<file path="config.mk">
export PLATFORM = sky130hd
export DESIGN_NAME = ccd_comparator_ctrl
export DESIGN_NICKNAME = d
export VERILOG_FILES = /design/src/ccd_pkg.sv /design/src/ccd_comparator_ctrl.sv
export SDC_FILE = /design/constraint.sdc
export NUM_CORES = 1
export LEC_CHECK = 0
export BUFFER_PORTS_ARGS = -buffer_cell sky130_fd_sc_hd__buf_2
export CELL_PAD_IN_SITES_DETAIL_PLACEMENT = 1
export CELL_PAD_IN_SITES_GLOBAL_PLACEMENT = 2
export CORE_MARGIN = 8
export CORE_UTILIZATION = 37
export DETAILED_ROUTE_END_ITERATION = 6
export PLACE_DENSITY = 0.77
export SYNTH_ARGS = -nofsm -noshare
export SYNTH_HDL_FRONTEND = slang
export SYNTH_SLANG_ARGS = --single-unit
</file>
<file path="constraint.sdc">
create_clock -name clk_i -period 1.3 [get_ports clk_i]
set_clock_uncertainty 0.05 [all_clocks]
set_input_delay 0.13 -clock clk_i [delete_from_list [all_inputs] [get_ports clk_i]]
set_output_delay 0.13 -clock clk_i [all_outputs]
set_load 0.005 [all_outputs]
</file>
<file path="src/ccd_pkg.sv">
// Package for the comparator control and change-detect block.
// Assumes a single 10 MHz clock domain and the plain register port.
package ccd_pkg;

  // ==========================================================
  // Register indices (byte offsets on the plain port)
  localparam logic [2:0] CCD_ADDR_CTRL0 = 3'h0;
  localparam logic [2:0] CCD_ADDR_CTRL1 = 3'h1;
  localparam logic [2:0] CCD_ADDR_FLAG = 3'h2;
  localparam logic [2:0] CCD_ADDR_IRQEN = 3'h3;

  // ==========================================================
  // Field positions, control register zero
  localparam int CCD_C0_ON = 7;
  localparam int CCD_C0_RESULT = 6;
  localparam int CCD_C0_PIN_EN = 5;
  localparam int CCD_C0_INVERT = 4;
  localparam int CCD_C0_REF = 2;
  localparam int CCD_C0_NEG = 0;
  localparam logic [7:0] CCD_C0_WMASK = 8'hB5;

  // Field positions, control register one
  localparam int CCD_C1_ALT_CLK = 4;
  localparam int CCD_C1_HYST = 3;
  localparam int CCD_C1_GATE_SEL = 1;
  localparam int CCD_C1_SYNC = 0;
  localparam logic [7:0] CCD_C1_WMASK = 8'h1B;

  // Field positions, flag and enable registers
  localparam int CCD_FL_CHANGE = 0;
  localparam int CCD_EN_CHANGE = 0;
  localparam int CCD_EN_PERIPH = 1;
  localparam int CCD_EN_GLOBAL = 2;

  // ==========================================================
  // Reset values
  localparam logic [7:0] CCD_C0_RESET = 8'h00;
  localparam logic [7:0] CCD_C1_RESET = 8'h00;

  // ==========================================================
  // Timing: four clocks per instruction cycle, bias settle time
  localparam int CCD_CLK_HZ = 10000000;
  localparam int CCD_BIAS_SETTLE_NS = 1000;
  localparam int CCD_BIAS_SETTLE_CYC = (CCD_BIAS_SETTLE_NS * (CCD_CLK_HZ / 1000000) + 999) / 1000;

  typedef enum logic [1:0] {
    CCD_Q1 = 2'b00,
    CCD_Q2 = 2'b01,
    CCD_Q3 = 2'b11,
    CCD_Q4 = 2'b10
  } ccd_phase_t;

  typedef struct packed {
    logic [2:0] addr;
    logic [7:0] wdata;
    logic wr;
    logic rd;
  } ccd_bus_req_t;

  typedef struct packed {
    logic result;
    logic pin_drive;
    logic pin_oe_n;
    logic gate;
  } ccd_out_t;

endpackage

</file>
<file path="src/ccd_comparator_ctrl.sv">
// Comparator control: enable, input routing, polarity, pin output, change flag.
// Assumes the analog core delivers a raw compare bit and the CPU uses the plain port.
`timescale 1ns/1ps

// Behaviour
// RULE1 - Comparator on bit powers the analog core; off means disabled
// RULE2 - Negative select chooses channel a when 0, channel b when 1
// RULE3 - Reference select routes internal reference when 1, positive pin when 0
// RULE4 - Result is raw compare, inverted when output invert is set
// RULE5 - Polarity-adjusted result is a read-only bit of control register zero
// RULE6 - Pin driven only with pin enable, comparator on and direction clear
// RULE7 - Pin enable overrides the port latch regardless of comparator on
// RULE8 - Internal result registered each instruction cycle; pin path unlatched
// RULE9 - First latch captures result on each read of control register zero
// RULE10 - Second latch captures result every Q1; XOR of latches is mismatch
// RULE11 - Mismatch persists until register read or result returns
// RULE12 - Writes to control register zero also clear the mismatch
// RULE13 - Change flag set on mismatch rising edge, not its level
// RULE14 - Change detection independent of pin enable
// RULE15 - Software clears flag by writing 0; writing 1 sets it
// RULE16 - Flag always set; interrupt needs all three enables
// RULE17 - Change during a read at Q2 start may lose the flag
// RULE18 - Software waits bias settle time before enabling interrupts
// RULE19 - Comparator stays active in sleep; change wakes with two enables
// RULE20 - Reset returns control registers to reset values, comparator off
// RULE21 - Gate select 0 gives comparator result as timer count gate
// RULE22 - Software sets sync when comparator gates the timer
// RULE23 - With sync set, result latched on falling edge of timer clock
// RULE24 - Gate select 1 chooses the external gate pin
// RULE25 - Analog comparison is a single raw input bit
module ccd_comparator_ctrl
  import ccd_pkg::*;
#(
  parameter int ADDR_W = 3
) (
  input wire logic clk_i,
  input wire logic arst_n_i,
  input wire logic ce_i,
  input wire logic [ADDR_W-1:0] reg_addr_i,
  input wire logic [7:0] reg_wdata_i,
  input wire logic reg_wr_i,
  input wire logic reg_rd_i,
  output logic [7:0] reg_rdata_o,
  input wire logic raw_compare_i,
  input wire logic pin_direction_i,
  input wire logic port_latch_i,
  input wire logic timer_clk_i,
  input wire logic ext_gate_i,
  output logic comparator_on_o,
  output logic neg_input_select_o,
  output logic pos_ref_select_o,
  output logic hysteresis_o,
  output logic alt_clock_o,
  output logic pin_o,
  output logic pin_oe_n_o,
  output logic timer_gate_o,
  output logic irq_o,
  output logic wake_o
);

  if (ADDR_W < 3) begin : g_bad_addr_w
    $error("ADDR_W must be at least 3");
  end

  // ==========================================================
  // Input synchronisers
  logic [1:0] raw_sync_ff;
  logic [1:0] dir_sync_ff;
  logic [1:0] latch_sync_ff;
  logic [1:0] tclk_sync_ff;
  logic [1:0] gate_sync_ff;

  always_ff @(posedge clk_i or negedge arst_n_i) begin
    if (!arst_n_i) begin
      raw_sync_ff <= 2'h0;
      dir_sync_ff <= 2'h3;
      latch_sync_ff <= 2'h0;
      tclk_sync_ff <= 2'h0;
      gate_sync_ff <= 2'h0;
    end else if (ce_i) begin
      raw_sync_ff <= {raw_sync_ff[0], raw_compare_i};
      dir_sync_ff <= {dir_sync_ff[0], pin_direction_i};
      latch_sync_ff <= {latch_sync_ff[0], port_latch_i};
      tclk_sync_ff <= {tclk_sync_ff[0], timer_clk_i};
      gate_sync_ff <= {gate_sync_ff[0], ext_gate_i};
    end
  end

  // ==========================================================
  // Register decode
  function automatic logic addr_hit(input logic [ADDR_W-1:0] addr, input logic [2:0] idx);
    return addr == ADDR_W'(idx);
  endfunction

  logic sel_c0;
  logic sel_c1;
  logic sel_fl;
  logic sel_en;
  assign sel_c0 = addr_hit(reg_addr_i, CCD_ADDR_CTRL0);
  assign sel_c1 = addr_hit(reg_addr_i, CCD_ADDR_CTRL1);
  assign sel_fl = addr_hit(reg_addr_i, CCD_ADDR_FLAG);
  assign sel_en = addr_hit(reg_addr_i, CCD_ADDR_IRQEN);

  logic [7:0] ctrl0_ff;
  logic [7:0] ctrl1_ff;
  logic [2:0] irq_en_ff;

  always_ff @(posedge clk_i or negedge arst_n_i) begin
    if (!arst_n_i) begin
      ctrl0_ff <= CCD_C0_RESET; // RULE20
      ctrl1_ff <= CCD_C1_RESET; // RULE20
      irq_en_ff <= 3'h0;
    end else if (ce_i && reg_wr_i) begin
      if (sel_c0) begin
        ctrl0_ff <= reg_wdata_i & CCD_C0_WMASK;
      end
      if (sel_c1) begin
        ctrl1_ff <= reg_wdata_i & CCD_C1_WMASK;
      end
      if (sel_en) begin
        irq_en_ff <= reg_wdata_i[2:0];
      end
    end
  end

  logic cmp_on;
  logic invert;
  logic pin_en;
  logic gate_sel;
  logic sync_en;
  assign cmp_on = ctrl0_ff[CCD_C0_ON];
  assign invert = ctrl0_ff[CCD_C0_INVERT];
  assign pin_en = ctrl0_ff[CCD_C0_PIN_EN];
  assign gate_sel = ctrl1_ff[CCD_C1_GATE_SEL];
  assign sync_en = ctrl1_ff[CCD_C1_SYNC];

  // ==========================================================
  // Q phase sequencer, one instruction cycle per four clocks
  ccd_phase_t phase_ff;
  ccd_phase_t nxt_phase;

  always_comb begin
    unique case (phase_ff)
      CCD_Q1: nxt_phase = CCD_Q2;
      CCD_Q2: nxt_phase = CCD_Q3;
      CCD_Q3: nxt_phase = CCD_Q4;
      CCD_Q4: nxt_phase = CCD_Q1;
    endcase
  end

  always_ff @(posedge clk_i or negedge arst_n_i) begin
    if (!arst_n_i) begin
      phase_ff <= CCD_Q1;
    end else if (ce_i) begin
      phase_ff <= nxt_phase;
    end
  end

  // ==========================================================
  // Result path
  logic live_result;
  assign live_result = cmp_on & (raw_sync_ff[1] ^ invert); // RULE1 RULE4 RULE25

  logic result_ff;
  always_ff @(posedge clk_i or negedge arst_n_i) begin
    if (!arst_n_i) begin
      result_ff <= 1'b0;
    end else if (ce_i && phase_ff == CCD_Q4) begin
      result_ff <= live_result; // RULE8
    end
  end

  // ==========================================================
  // Mismatch latches and change flag
  logic read_latch_ff;
  logic q1_latch_ff;
  logic mismatch_ff;
  logic change_flag_ff;
  logic c0_access;
  logic mismatch;
  assign c0_access = ce_i && sel_c0 && (reg_rd_i || reg_wr_i); // RULE12
  assign mismatch = read_latch_ff ^ q1_latch_ff; // RULE10

  always_ff @(posedge clk_i or negedge arst_n_i) begin
    if (!arst_n_i) begin
      read_latch_ff <= 1'b0;
    end else if (c0_access) begin
      read_latch_ff <= result_ff; // RULE9 RULE11
    end
  end

  always_ff @(posedge clk_i or negedge arst_n_i) begin
    if (!arst_n_i) begin
      q1_latch_ff <= 1'b0;
    end else if (ce_i && phase_ff == CCD_Q1) begin
      q1_latch_ff <= result_ff; // RULE10
    end
  end

  always_ff @(posedge clk_i or negedge arst_n_i) begin
    if (!arst_n_i) begin
      mismatch_ff <= 1'b0;
    end else if (ce_i) begin
      mismatch_ff <= mismatch;
    end
  end

  // Set beats a same-cycle clear; independent of pin enable
  logic mismatch_rise;
  assign mismatch_rise = mismatch & ~mismatch_ff; // RULE13 RULE14 RULE17

  always_ff @(posedge clk_i or negedge arst_n_i) begin
    if (!arst_n_i) begin
      change_flag_ff <= 1'b0;
    end else if (ce_i) begin
      if (mismatch_rise) begin
        change_flag_ff <= 1'b1; // RULE16
      end else if (reg_wr_i && sel_fl) begin
        change_flag_ff <= reg_wdata_i[CCD_FL_CHANGE]; // RULE15
      end
    end
  end

  // ==========================================================
  // Interrupt and wake
  always_ff @(posedge clk_i or negedge arst_n_i) begin
    if (!arst_n_i) begin
      irq_o <= 1'b0;
      wake_o <= 1'b0;
    end else if (ce_i) begin
      irq_o <= change_flag_ff & (&irq_en_ff); // RULE16
      wake_o <= change_flag_ff & irq_en_ff[CCD_EN_CHANGE] & irq_en_ff[CCD_EN_PERIPH]; // RULE19
    end
  end

  // ==========================================================
  // Pin output and analog controls
  always_ff @(posedge clk_i or negedge arst_n_i) begin
    if (!arst_n_i) begin
      pin_o <= 1'b0;
      pin_oe_n_o <= 1'b1;
      comparator_on_o <= 1'b0;
      neg_input_select_o <= 1'b0;
      pos_ref_select_o <= 1'b0;
      hysteresis_o <= 1'b0;
      alt_clock_o <= 1'b0;
    end else if (ce_i) begin
      pin_o <= pin_en ? live_result : latch_sync_ff[1]; // RULE7 RULE8
      pin_oe_n_o <= ~(pin_en & cmp_on & ~dir_sync_ff[1]); // RULE6
      comparator_on_o <= cmp_on; // RULE1 RULE19
      neg_input_select_o <= ctrl0_ff[CCD_C0_NEG]; // RULE2
      pos_ref_select_o <= ctrl0_ff[CCD_C0_REF]; // RULE3
      hysteresis_o <= ctrl1_ff[CCD_C1_HYST];
      alt_clock_o <= ctrl1_ff[CCD_C1_ALT_CLK];
    end
  end

  // ==========================================================
  // Timer gate source and synchronisation
  logic tclk_prev_ff;
  logic sync_result_ff;
  always_ff @(posedge clk_i or negedge arst_n_i) begin
    if (!arst_n_i) begin
      tclk_prev_ff <= 1'b0;
      sync_result_ff <= 1'b0;
      timer_gate_o <= 1'b0;
    end else if (ce_i) begin
      tclk_prev_ff <= tclk_sync_ff[1];
      if (tclk_prev_ff && !tclk_sync_ff[1]) begin
        sync_result_ff <= result_ff; // RULE23
      end
      if (gate_sel) begin
        timer_gate_o <= gate_sync_ff[1]; // RULE24
      end else begin
        timer_gate_o <= sync_en ? sync_result_ff : result_ff; // RULE21 RULE22
      end
    end
  end

  // ==========================================================
  // Read data, one cycle after the strobe
  always_ff @(posedge clk_i or negedge arst_n_i) begin
    if (!arst_n_i) begin
      reg_rdata_o <= 8'h00;
    end else if (ce_i) begin
      if (reg_rd_i) begin
        unique case (1'b1)
          sel_c0: reg_rdata_o <= {ctrl0_ff[7], result_ff, ctrl0_ff[5:0]}; // RULE5
          sel_c1: reg_rdata_o <= ctrl1_ff;
          sel_fl: reg_rdata_o <= {7'h00, change_flag_ff};
          sel_en: reg_rdata_o <= {5'h00, irq_en_ff};
          default: reg_rdata_o <= 8'h00;
        endcase
      end else begin
        reg_rdata_o <= 8'h00;
      end
    end
  end

  // ==========================================================
  // Checks
  AST_PIN_GATE: assert property (@(posedge clk_i) disable iff (!arst_n_i) // RULE6
    ce_i && !(pin_en && cmp_on && !dir_sync_ff[1]) |=> pin_oe_n_o)
    else $error("pin driven without all enables");

  AST_FLAG_SET: assert property (@(posedge clk_i) disable iff (!arst_n_i) // RULE13
    ce_i && mismatch_rise |=> change_flag_ff)
    else $error("change flag missed mismatch edge");

  AST_FLAG_CLR: assert property (@(posedge clk_i) disable iff (!arst_n_i) // RULE15
    ce_i && reg_wr_i && sel_fl && !reg_wdata_i[0] && !mismatch_rise |=> !change_flag_ff)
    else $error("flag not cleared by write of zero");

  AST_IRQ_EN: assert property (@(posedge clk_i) disable iff (!arst_n_i) // RULE16
    irq_o |-> $past(change_flag_ff) && $past(irq_en_ff) == 3'h7)
    else $error("interrupt without all enables");

  AST_READ_CLEARS: assert property (@(posedge clk_i) disable iff (!arst_n_i) // RULE11
    c0_access |=> read_latch_ff == $past(result_ff))
    else $error("read did not capture result");

  AST_Q1_LATCH: assert property (@(posedge clk_i) disable iff (!arst_n_i) // RULE10
    ce_i && phase_ff == CCD_Q1 |=> q1_latch_ff == $past(result_ff))
    else $error("second latch missed Q1");

  AST_RESULT_HOLD: assert property (@(posedge clk_i) disable iff (!arst_n_i) // RULE8
    ce_i && phase_ff != CCD_Q4 |=> $stable(result_ff))
    else $error("result changed outside instruction boundary");

  AST_OFF_ZERO: assert property (@(posedge clk_i) disable iff (!arst_n_i) // RULE1
    ce_i && !cmp_on && phase_ff == CCD_Q4 |=> !result_ff)
    else $error("result high while comparator off");

  AST_READBACK: assert property (@(posedge clk_i) disable iff (!arst_n_i) // RULE5
    ce_i && reg_rd_i && sel_c0 |=> reg_rdata_o[CCD_C0_RESULT] == $past(result_ff))
    else $error("result bit not reported");

  AST_PIN_DRIVE: assert property (@(posedge clk_i) disable iff (!arst_n_i) // RULE6
    ce_i && pin_en && cmp_on && !dir_sync_ff[1] |=> !pin_oe_n_o)
    else $error("pin not driven with all enables");

  AST_PIN_RESULT: assert property (@(posedge clk_i) disable iff (!arst_n_i) // RULE7
    ce_i && pin_en |=> pin_o == $past(live_result))
    else $error("pin enable did not override port latch");

  AST_PIN_LATCH: assert property (@(posedge clk_i) disable iff (!arst_n_i) // RULE7
    ce_i && !pin_en |=> pin_o == $past(latch_sync_ff[1]))
    else $error("pin did not follow port latch");

  AST_FLAG_WRITE_SET: assert property (@(posedge clk_i) disable iff (!arst_n_i) // RULE15
    ce_i && reg_wr_i && sel_fl && reg_wdata_i[CCD_FL_CHANGE] |=> change_flag_ff)
    else $error("flag not set by write of one");

  AST_WAKE: assert property (@(posedge clk_i) disable iff (!arst_n_i) // RULE19
    ce_i |=> wake_o == ($past(change_flag_ff) && $past(irq_en_ff[CCD_EN_CHANGE])
      && $past(irq_en_ff[CCD_EN_PERIPH])))
    else $error("wake does not follow flag and enables");

  AST_GATE_PIN: assert property (@(posedge clk_i) disable iff (!arst_n_i) // RULE24
    ce_i && gate_sel |=> timer_gate_o == $past(gate_sync_ff[1]))
    else $error("gate does not follow external gate pin");

  AST_GATE_RESULT: assert property (@(posedge clk_i) disable iff (!arst_n_i) // RULE21
    ce_i && !gate_sel && !sync_en |=> timer_gate_o == $past(result_ff))
    else $error("gate does not follow result");

  AST_GATE_SYNC: assert property (@(posedge clk_i) disable iff (!arst_n_i) // RULE23
    ce_i && !gate_sel && sync_en |=> timer_gate_o == $past(sync_result_ff))
    else $error("gate does not follow synchronised result");

  AST_SELECT_OUT: assert property (@(posedge clk_i) disable iff (!arst_n_i) // RULE2
    ce_i |=> neg_input_select_o == $past(ctrl0_ff[CCD_C0_NEG])
      && pos_ref_select_o == $past(ctrl0_ff[CCD_C0_REF]))
    else $error("input selects not forwarded");

endmodule

</file>
==> impl_metrics.csv, run 1 <==
group,metric,value,unit
power_and_ir_drop,comb_power_share,21.1,%
setup_path,critical_path_buf_inv_count,0,
cells_and_area,final_common_cell,"dfrtp_1",
cts,htree_levels,2,
setup_path,cp_slowest_cell,"dfrtp_1",
global_route,grt_use_total,12.4,%
power_and_ir_drop,swShare,27.9,%
timing,worst_slack,0.0896,ns
cts,cts-root-buf,"clkbuf_8",
cts,cts_buffer_depth,2,
job,maxCapViolations,0,
timing,timing.final.crit_share,93.1,%
power_and_ir_drop,p_int,2720,uW
die,start_util,38.1,%
cells_and_area,area_delta_synth_final,19.6,%
placement,dp_hpwl,3630,um
die,dieHeight,91.3,um
setup_path,crit_path_end_kind,"register",
power_and_ir_drop,ir_drop,549,uV
placement,finalWeightedCongestion,0.758,
timing,worstMarginPinSlew,0.414,ns
routing,wl_per_cell,17.2,um
setup_path,cp_cell_sequence,"xor2_1, a221oi_1, nor3_1",
timing,setup_viol,0,
power_and_ir_drop,clkPwrFrac,24.3,%
timing,setup_tns,0,ns
yosys,ys_seq_area_share,58.6,%
placement,port_buffers,37,
cts,postCtsSetupRepairBufs,0,
global_route,grt_pass1_wl,8180,um
setup_path,cp.required,1.43,ns
routing,viasPerCell,5.11,
timing,fmax,826,MHz
routing,num_vias,1421,
setup_path,critPathKind,"reg -> reg",
timing,drv_slew,0,
yosys,synth.avg_cell_area,13.1,um^2
cts,clkTransAtPathRegs,0.09,ns
die,core,5510,um^2
yosys,synthCells,160,
yosys,ys_ff_latch,49,
die,die-area,8340,um^2
placement,post-place-ws,-0.0183,ns
cells_and_area,fillCellCount,589,
setup_path,crit_family,"flip-flops",
worst_hold_path,hp-class,"in -> reg",
power_and_ir_drop,p_per_area,1500,nW/um^2
power_and_ir_drop,cellLeakagePower,0.00118,uW
cells_and_area,final_cell_mix,"46 x dfrtp_1, 37 x buf_2, 27 x mux2_2",
power_and_ir_drop,switchingPower,1050,uW
routing,remaining_drc_errors,0,
routing,postRouteAntennaNets,0,
yosys,synth_nets,181,
placement,place_inst,268,
timing,relSlewSlack,72.4,%
timing,rsz0062_at_grt,"no",
yosys,syn-cell-area,2100,um^2
power_and_ir_drop,p_seq_share,54.6,%
die,row_count,27,
cts,cts_tree,"done",
timing,fin_hold_ws,0.00943,ns
setup_path,cp-start-kind,"register",
yosys,synth_cell_types,37,
setup_path,crit_arrival,1.34,ns
cts,clkSinkCount,49,
global_route,gr-total-overflow,0,
run_status,status,"finished clean",
setup_path,cp_max_fo,3,
routing,dr.pass1.iters,4,
setup_path,crit_path_max_incr_delay,0.40,ns
cells_and_area,diodes,0,
cells_and_area,final_layout_size_suffix_gt1_share,44.7,%
cts,clk_latency,0.30,ns
timing,hold_viol,0,
routing,drt_iter0_drc,39,
timing,min_period,1.21,ns
global_route,grt_start_max_net_pins,34,
global_route,grt_pass1_vias,1569,
die,pin_count,39,
cells_and_area,stdcell_count,278,
yosys,synth_warnings,0,
routing,drt_wl_total,4790,um
cts,cts_buffers,5,
global_route,antenna_found_initial,0,
die,die_x,91.3,um
cells_and_area,fin_nets,226,
power_and_ir_drop,fin_total_pwr,3770,uW
area by class of cell:
cell class                 count  area, um^2  share of cell area [%]
sequential                    49        1230                    49.0
multi-input combinational     93         790                    31.4
timing repair buffer          47         278                    11.1
clock buffer                   8        90.1                    3.59
tap                           72        90.1                    3.59
inverter                       9        33.8                    1.35
cells in the mapped netlist (all sizes together):
master | count | area share [%]
a2111oi | 1 | 0.42
a21oi | 3 | 0.71
a221oi | 1 | 0.42
a32o | 1 | 0.48
a41o | 1 | 0.48
a41oi | 1 | 0.42
and2b | 1 | 0.36
and3 | 3 | 1.1
and3b | 1 | 0.42
and4 | 1 | 0.54
buf | 8 | 2.3
clkbuf | 1 | 0.18
dfrtp | 46 | 55
dfstp | 3 | 3.8
inv | 9 | 1.6
mux2 | 32 | 18
mux2i | 1 | 0.48
mux4 | 1 | 1.1
nand2 | 9 | 1.6
nand3 | 5 | 1.2
nand3b | 1 | 0.36
nand4 | 2 | 0.60
nand4bb | 1 | 0.54
nor2 | 4 | 0.83
nor2b | 3 | 0.89
nor3 | 1 | 0.24
o211ai | 1 | 0.36
o21ai | 10 | 2.4
o2bb2ai | 5 | 2.1
or3b | 1 | 0.42
xor2 | 2 | 0.83
per-stage QoR:
stage	instance area [um^2]	util, %
floorplan	2100	-
global placement	2390	43.5
detailed placement	2390	43.5
CTS	2510	45.5
global route	2510	45.6
finish	2510	45.6
cell families after synthesis:
| kind of cell | Yosys count | share of synthesized area, % |
|---|---|---|
| AND/OR/NAND/NOR | 33 | 9.12 |
| flip-flops | 49 | 58.6 |
| multiplexers | 34 | 19.6 |
| buffers and inverters | 18 | 4.11 |
| AO/OA/AOI/OAI | 24 | 7.75 |
| XOR/XNOR | 2 | 0.834 |
what timing repair did:
action / in CTS / in global routing
pin swaps: 0 / 1
gates resized for setup: 1 / 1
hold buffers: 2 / 0
setup endpoints to repair: 1 / 1
gates cloned: 0 / 0
hold endpoints to repair: 14 / 0
layer usage:
| layer | share of wire [%] | wire (um) | track usage (%) | vias to the layer above |
|---|---|---|---|---|
| li1 | - | - | - | 656 |
| met4 | 1.2 | 58 | 4.09 | 0 |
| met5 | 0 | 0 | 0 | - |
| met1 | 42 | 2030 | 14.6 | 736 |
| met3 | 4.1 | 195 | 3.87 | 4 |
| met2 | 52 | 2510 | 21.0 | 25 |
flip-flops by register name, summed over array words and instances, names as in the netlist, 2 cells and up:
register and count:
ctrl0_ff 5, irq_en_ff 3, reg_rdata_o 8, gate_sync_ff 2, raw_sync_ff 2, tclk_sync_ff 2
phase_ff 2, latch_sync_ff 2, ctrl1_ff 4, dir_sync_ff 2
power by group through the flow:
| stage | sequential [uW] | combinational (uW) | clock [uW] |
|---|---|---|---|
| 6_report | 2060 | 796 | 913 |
| 4_1_cts | 2060 | 803 | 946 |
| 5_1_grt | 2110 | 894 | 1010 |
| 2_1_floorplan | 2040 | 489 | 0 |
| 3_3_place_gp | 2060 | 752 | 0 |
| 3_5_place_dp | 2090 | 792 | 0 |
path summary, 6_finish.rpt:
kind / startpoint / to / slack (ns) / cells past startpoint
worst min-delay path: reg_wdata_i[7] / ctrl0_ff[7] / 0.009 / 2
max in group asynchronous: arst_n_i / reg_rdata_o[3] / 0.43 / 3
worst min register to register: reg_rdata_o[2] / reg_rdata_o[2] / 0.44 / 1
worst max register to register: q1_latch_ff / change_flag_ff / 0.09 / 3
worst max-delay path: q1_latch_ff / change_flag_ff / 0.09 / 3
min in group asynchronous: arst_n_i / pin_o / 0.25 / 2
worst reg2reg max path, cell delays in order (launching register included):
cell,delay (ns)
dfrtp_1,0.40
xor2_1,0.21
a221oi_1,0.34
nor3_1,0.08
No activity file was read; power rests on OpenSTA's default activity.
==> run 2: changes to the inputs <==
- ABC_AREA: default -> 1
- CORE_UTILIZATION: 37 -> 32
- PLACE_DENSITY: 0.77 -> 0.75
==> run 2 against run 1 <==
Clock power down 2%. Synthesized area fell by 0.42%. Clock-buffer cell count decreased by 3. Synthesized cell count grew 51%. Total power down 6.1%. Largest power group unchanged. Core utilization decreased by 5.4 points. Final area up 1.6%. Maximum frequency increased by 6.0%. Sequential share of layout area decreased by 0.77 points. Largest cell class unchanged. Via count grew 18%. Critical path type unchanged. Cell count up 31%. Critical endpoint unchanged. Hold slack gained 0.0074 ns.
==> impl_metrics.csv, run 2 <==
group,metric,value,unit
yosys,synth.avg_cell_area,8.68,um^2
die,pin_count,39,
cells_and_area,fillCellCount,752,
yosys,synth.most_common_cell,"nand2_1",
cts,postCtsSetupRepairBufs,0,
timing,rsz0062_at_grt,"no",
cells_and_area,final_layout_size_suffix_gt1_share,21.5,%
power_and_ir_drop,cellLeakagePower,0.00135,uW
placement,port_buffers,37,
placement,finalWeightedCongestion,0.743,
yosys,synth_nets,262,
global_route,antenna_found_initial,0,
cts,cts_buffers,5,
cells_and_area,largest_reg_flops,8,
yosys,synth_common_cells,"97 x nand2_1, 46 x dfrtp_1, 24 x o21ai_0",
job,maxCapViolations,0,
yosys,synthMuxAreaShare,0,%
yosys,synthCells,241,
routing,dr.pass1.iters,4,
yosys,synthTopCellsByArea,"dfrtp_1 55%, nand2_1 17%, o21ai_0 5.7%",
routing,wl_per_cell,14.1,um
global_route,grt_use_total,11.7,%
yosys,synth_compound_area_share,9.46,%
setup_path,crit_start,"q1_latch_ff",
global_route,gr-total-overflow,0,
cts,clk_latency,0.30,ns
power_and_ir_drop,ir_drop,498,uV
yosys,synth_cell_types,22,
yosys,synthArstFlopShare,100,%
setup_path,crit_path_end_kind,"register",
global_route,grt_pass1_wl,9230,um
yosys,ys_seq_area_share,58.8,%
yosys,synth_top_cell_area_share,55.1,%
cells_and_area,utilization,40.2,%
die,die-area,9380,um^2
routing,drt_wl_total,5150,um
routing,drt_iter0_drc,68,
timing,worstMarginPinSlew,0.404,ns
global_route,grt_start_max_net_pins,32,
setup_path,endpoint,"change_flag_ff",
setup_path,r2r_slack,0.16,ns
yosys,ys_ff_latch,49,
yosys,yosys.area_share.simple,25.4,%
timing,fmax,876,MHz
yosys,synth_warnings,0,
run_status,status,"finished clean",
yosys,synthAdderAreaFrac,0,%
routing,postRouteAntennaNets,0,
yosys,synth-edff-count,0,
routing,num_vias,1677,
cells_and_area,area_delta_synth_final,22.0,%
timing,min_period,1.14,ns
cells_and_area,final_cell_mix,"97 x nand2_1, 46 x dfrtp_1, 37 x buf_2",
yosys,synth_xor_xnor_area_share,0.419,%
timing,hold_viol,0,
timing,timing.final.crit_share,87.8,%
cells_and_area,largestRegisters,"reg_rdata_o: 8 flops, ctrl0_ff: 5 flops, ctrl1_ff: 4 flops",
routing,viasPerCell,4.59,
global_route,grt_pass1_vias,1898,
power_and_ir_drop,p_seq_share,55.8,%
cts,cts-root-buf,"clkbuf_8",
power_and_ir_drop,comb_power_share,18.9,%
die,die_x,96.8,um
yosys,synth_area_leader_cell,"dfrtp_1",
power_and_ir_drop,p_int,2450,uW
cts,htree_levels,2,
setup_path,cp_max_fo,4,
cts,cts_buffer_depth,2,
yosys,synth_top_family_by_area,"simple AND/OR/NAND/NOR gates",
cells_and_area,diodes,0,
timing,drv_slew,0,
placement,dp_hpwl,3760,um
timing,setup_viol,0,
cts,clkTransAtPathRegs,0.09,ns
setup_path,crit_arrival,1.29,ns
setup_path,r2r_cells,5,
power_and_ir_drop,clkPwrFrac,25.4,%
die,row_count,29,
timing,setup_tns,0,ns
power_and_ir_drop,swShare,30.7,%
cells_and_area,largest_register,"reg_rdata_o",
setup_path,cp-start-kind,"register",
worst_hold_path,hp-class,"in -> reg",
cells_and_area,fin_nets,308,
die,dieHeight,96.8,um
yosys,synth_flop_cell,"dfrtp_1",
routing,remaining_drc_errors,0,
die,core,6350,um^2
die,start_util,32.9,%
cts,cts_tree,"done",
timing,relSlewSlack,73.1,%
cells_and_area,final_common_cell,"nand2_1",
yosys,syn-cell-area,2090,um^2
power_and_ir_drop,switchingPower,1080,uW
setup_path,cp.required,1.45,ns
cts,clkSinkCount,49,
setup_path,r2r_end,"change_flag_ff",
setup_path,critPathKind,"reg -> reg",
power_and_ir_drop,p_per_area,1390,nW/um^2
setup_path,rr_startpoint,"q1_latch_ff",
## run 2: changes by cell type after synthesis, moves of 6 or more
cell     delta
inv_1      +11
mux2_2     -27
nand2_1    +88
nor2_1      +6
o21ai_0    +15
## run 2: stage by stage
step	instances	total power, uW	hold WS, ns	area (um^2)	worst slack [ns]
final	365	3540	0.0168	2550	0.158
after global routing	365	3790	0.0306	2550	0.117
after CTS	365	3610	0.00744	2550	0.146
after detailed placement	351	2680	0.0350	2400	0.0687
after global placement	351	2650	0.0266	2400	0.0997
after floorplan	241	2370	-0.216	2090	0.246
## run 2: layout make-up
class	count	area (um^2)	area share [%]
clock inverter	3	17.5	0.687
sequential	49	1230	48.2
multi-input combinational	164	738	28.9
inverter	20	75.1	2.94
tap	77	96.3	3.78
clock buffer	5	68.8	2.70
timing repair buffer	47	325	12.8
## run 2: power groups by stage
stage | Combinational, uW | Clock [uW] | Sequential [uW]
floorplan | 410 | 0 | 1960
global placement | 649 | 0 | 2000
detailed placement | 675 | 0 | 2010
CTS | 689 | 944 | 1980
global route | 788 | 978 | 2020
finish | 668 | 897 | 1970
## run 2: metal layers
layer	up-vias	routed length, um	part of all wire (%)	track usage [%]
met1	789	2530	49	15.2
met4	0	68	1.3	3.55
li1	856	-	-	-
met2	26	2380	46	18.8
met3	6	169	3.3	2.70
met5	-	0	0	0
## run 2: kinds of logic after synthesis
group / Yosys count
and+or+nand+nor: 128
DFF: 49
AOI/OAI and AO/OA: 35
buffers and inverters: 28
xor gates and xnor gates: 1
## run 2: how the worst min path moves through the flow
stage / start / end / cells past startpoint
floorplan: arst_n_i / alt_clock_o / 0
global route: reg_wdata_i[7] / ctrl0_ff[7] / 3
finish: reg_wdata_i[5] / ctrl0_ff[5] / 3
CTS: reg_wdata_i[5] / ctrl0_ff[5] / 3
detailed placement: arst_n_i / tclk_sync_ff[0] / 1
global placement: arst_n_i / comparator_on_o / 1
## run 2: critical path: stages, from the launching register on
cell     delay, ns
dfrtp_1       0.42
or2_2         0.30
nand4_1       0.10
nand2_1       0.06
nand2_1       0.06
nand2_1       0.04
## run 2: repair_timing
item / in CTS / in global routing
endpoints found under the setup margin: 0 / 0
hold buffers: 6 / 0
endpoints found under the hold margin: 16 / 0
resized for setup: 0 / 0
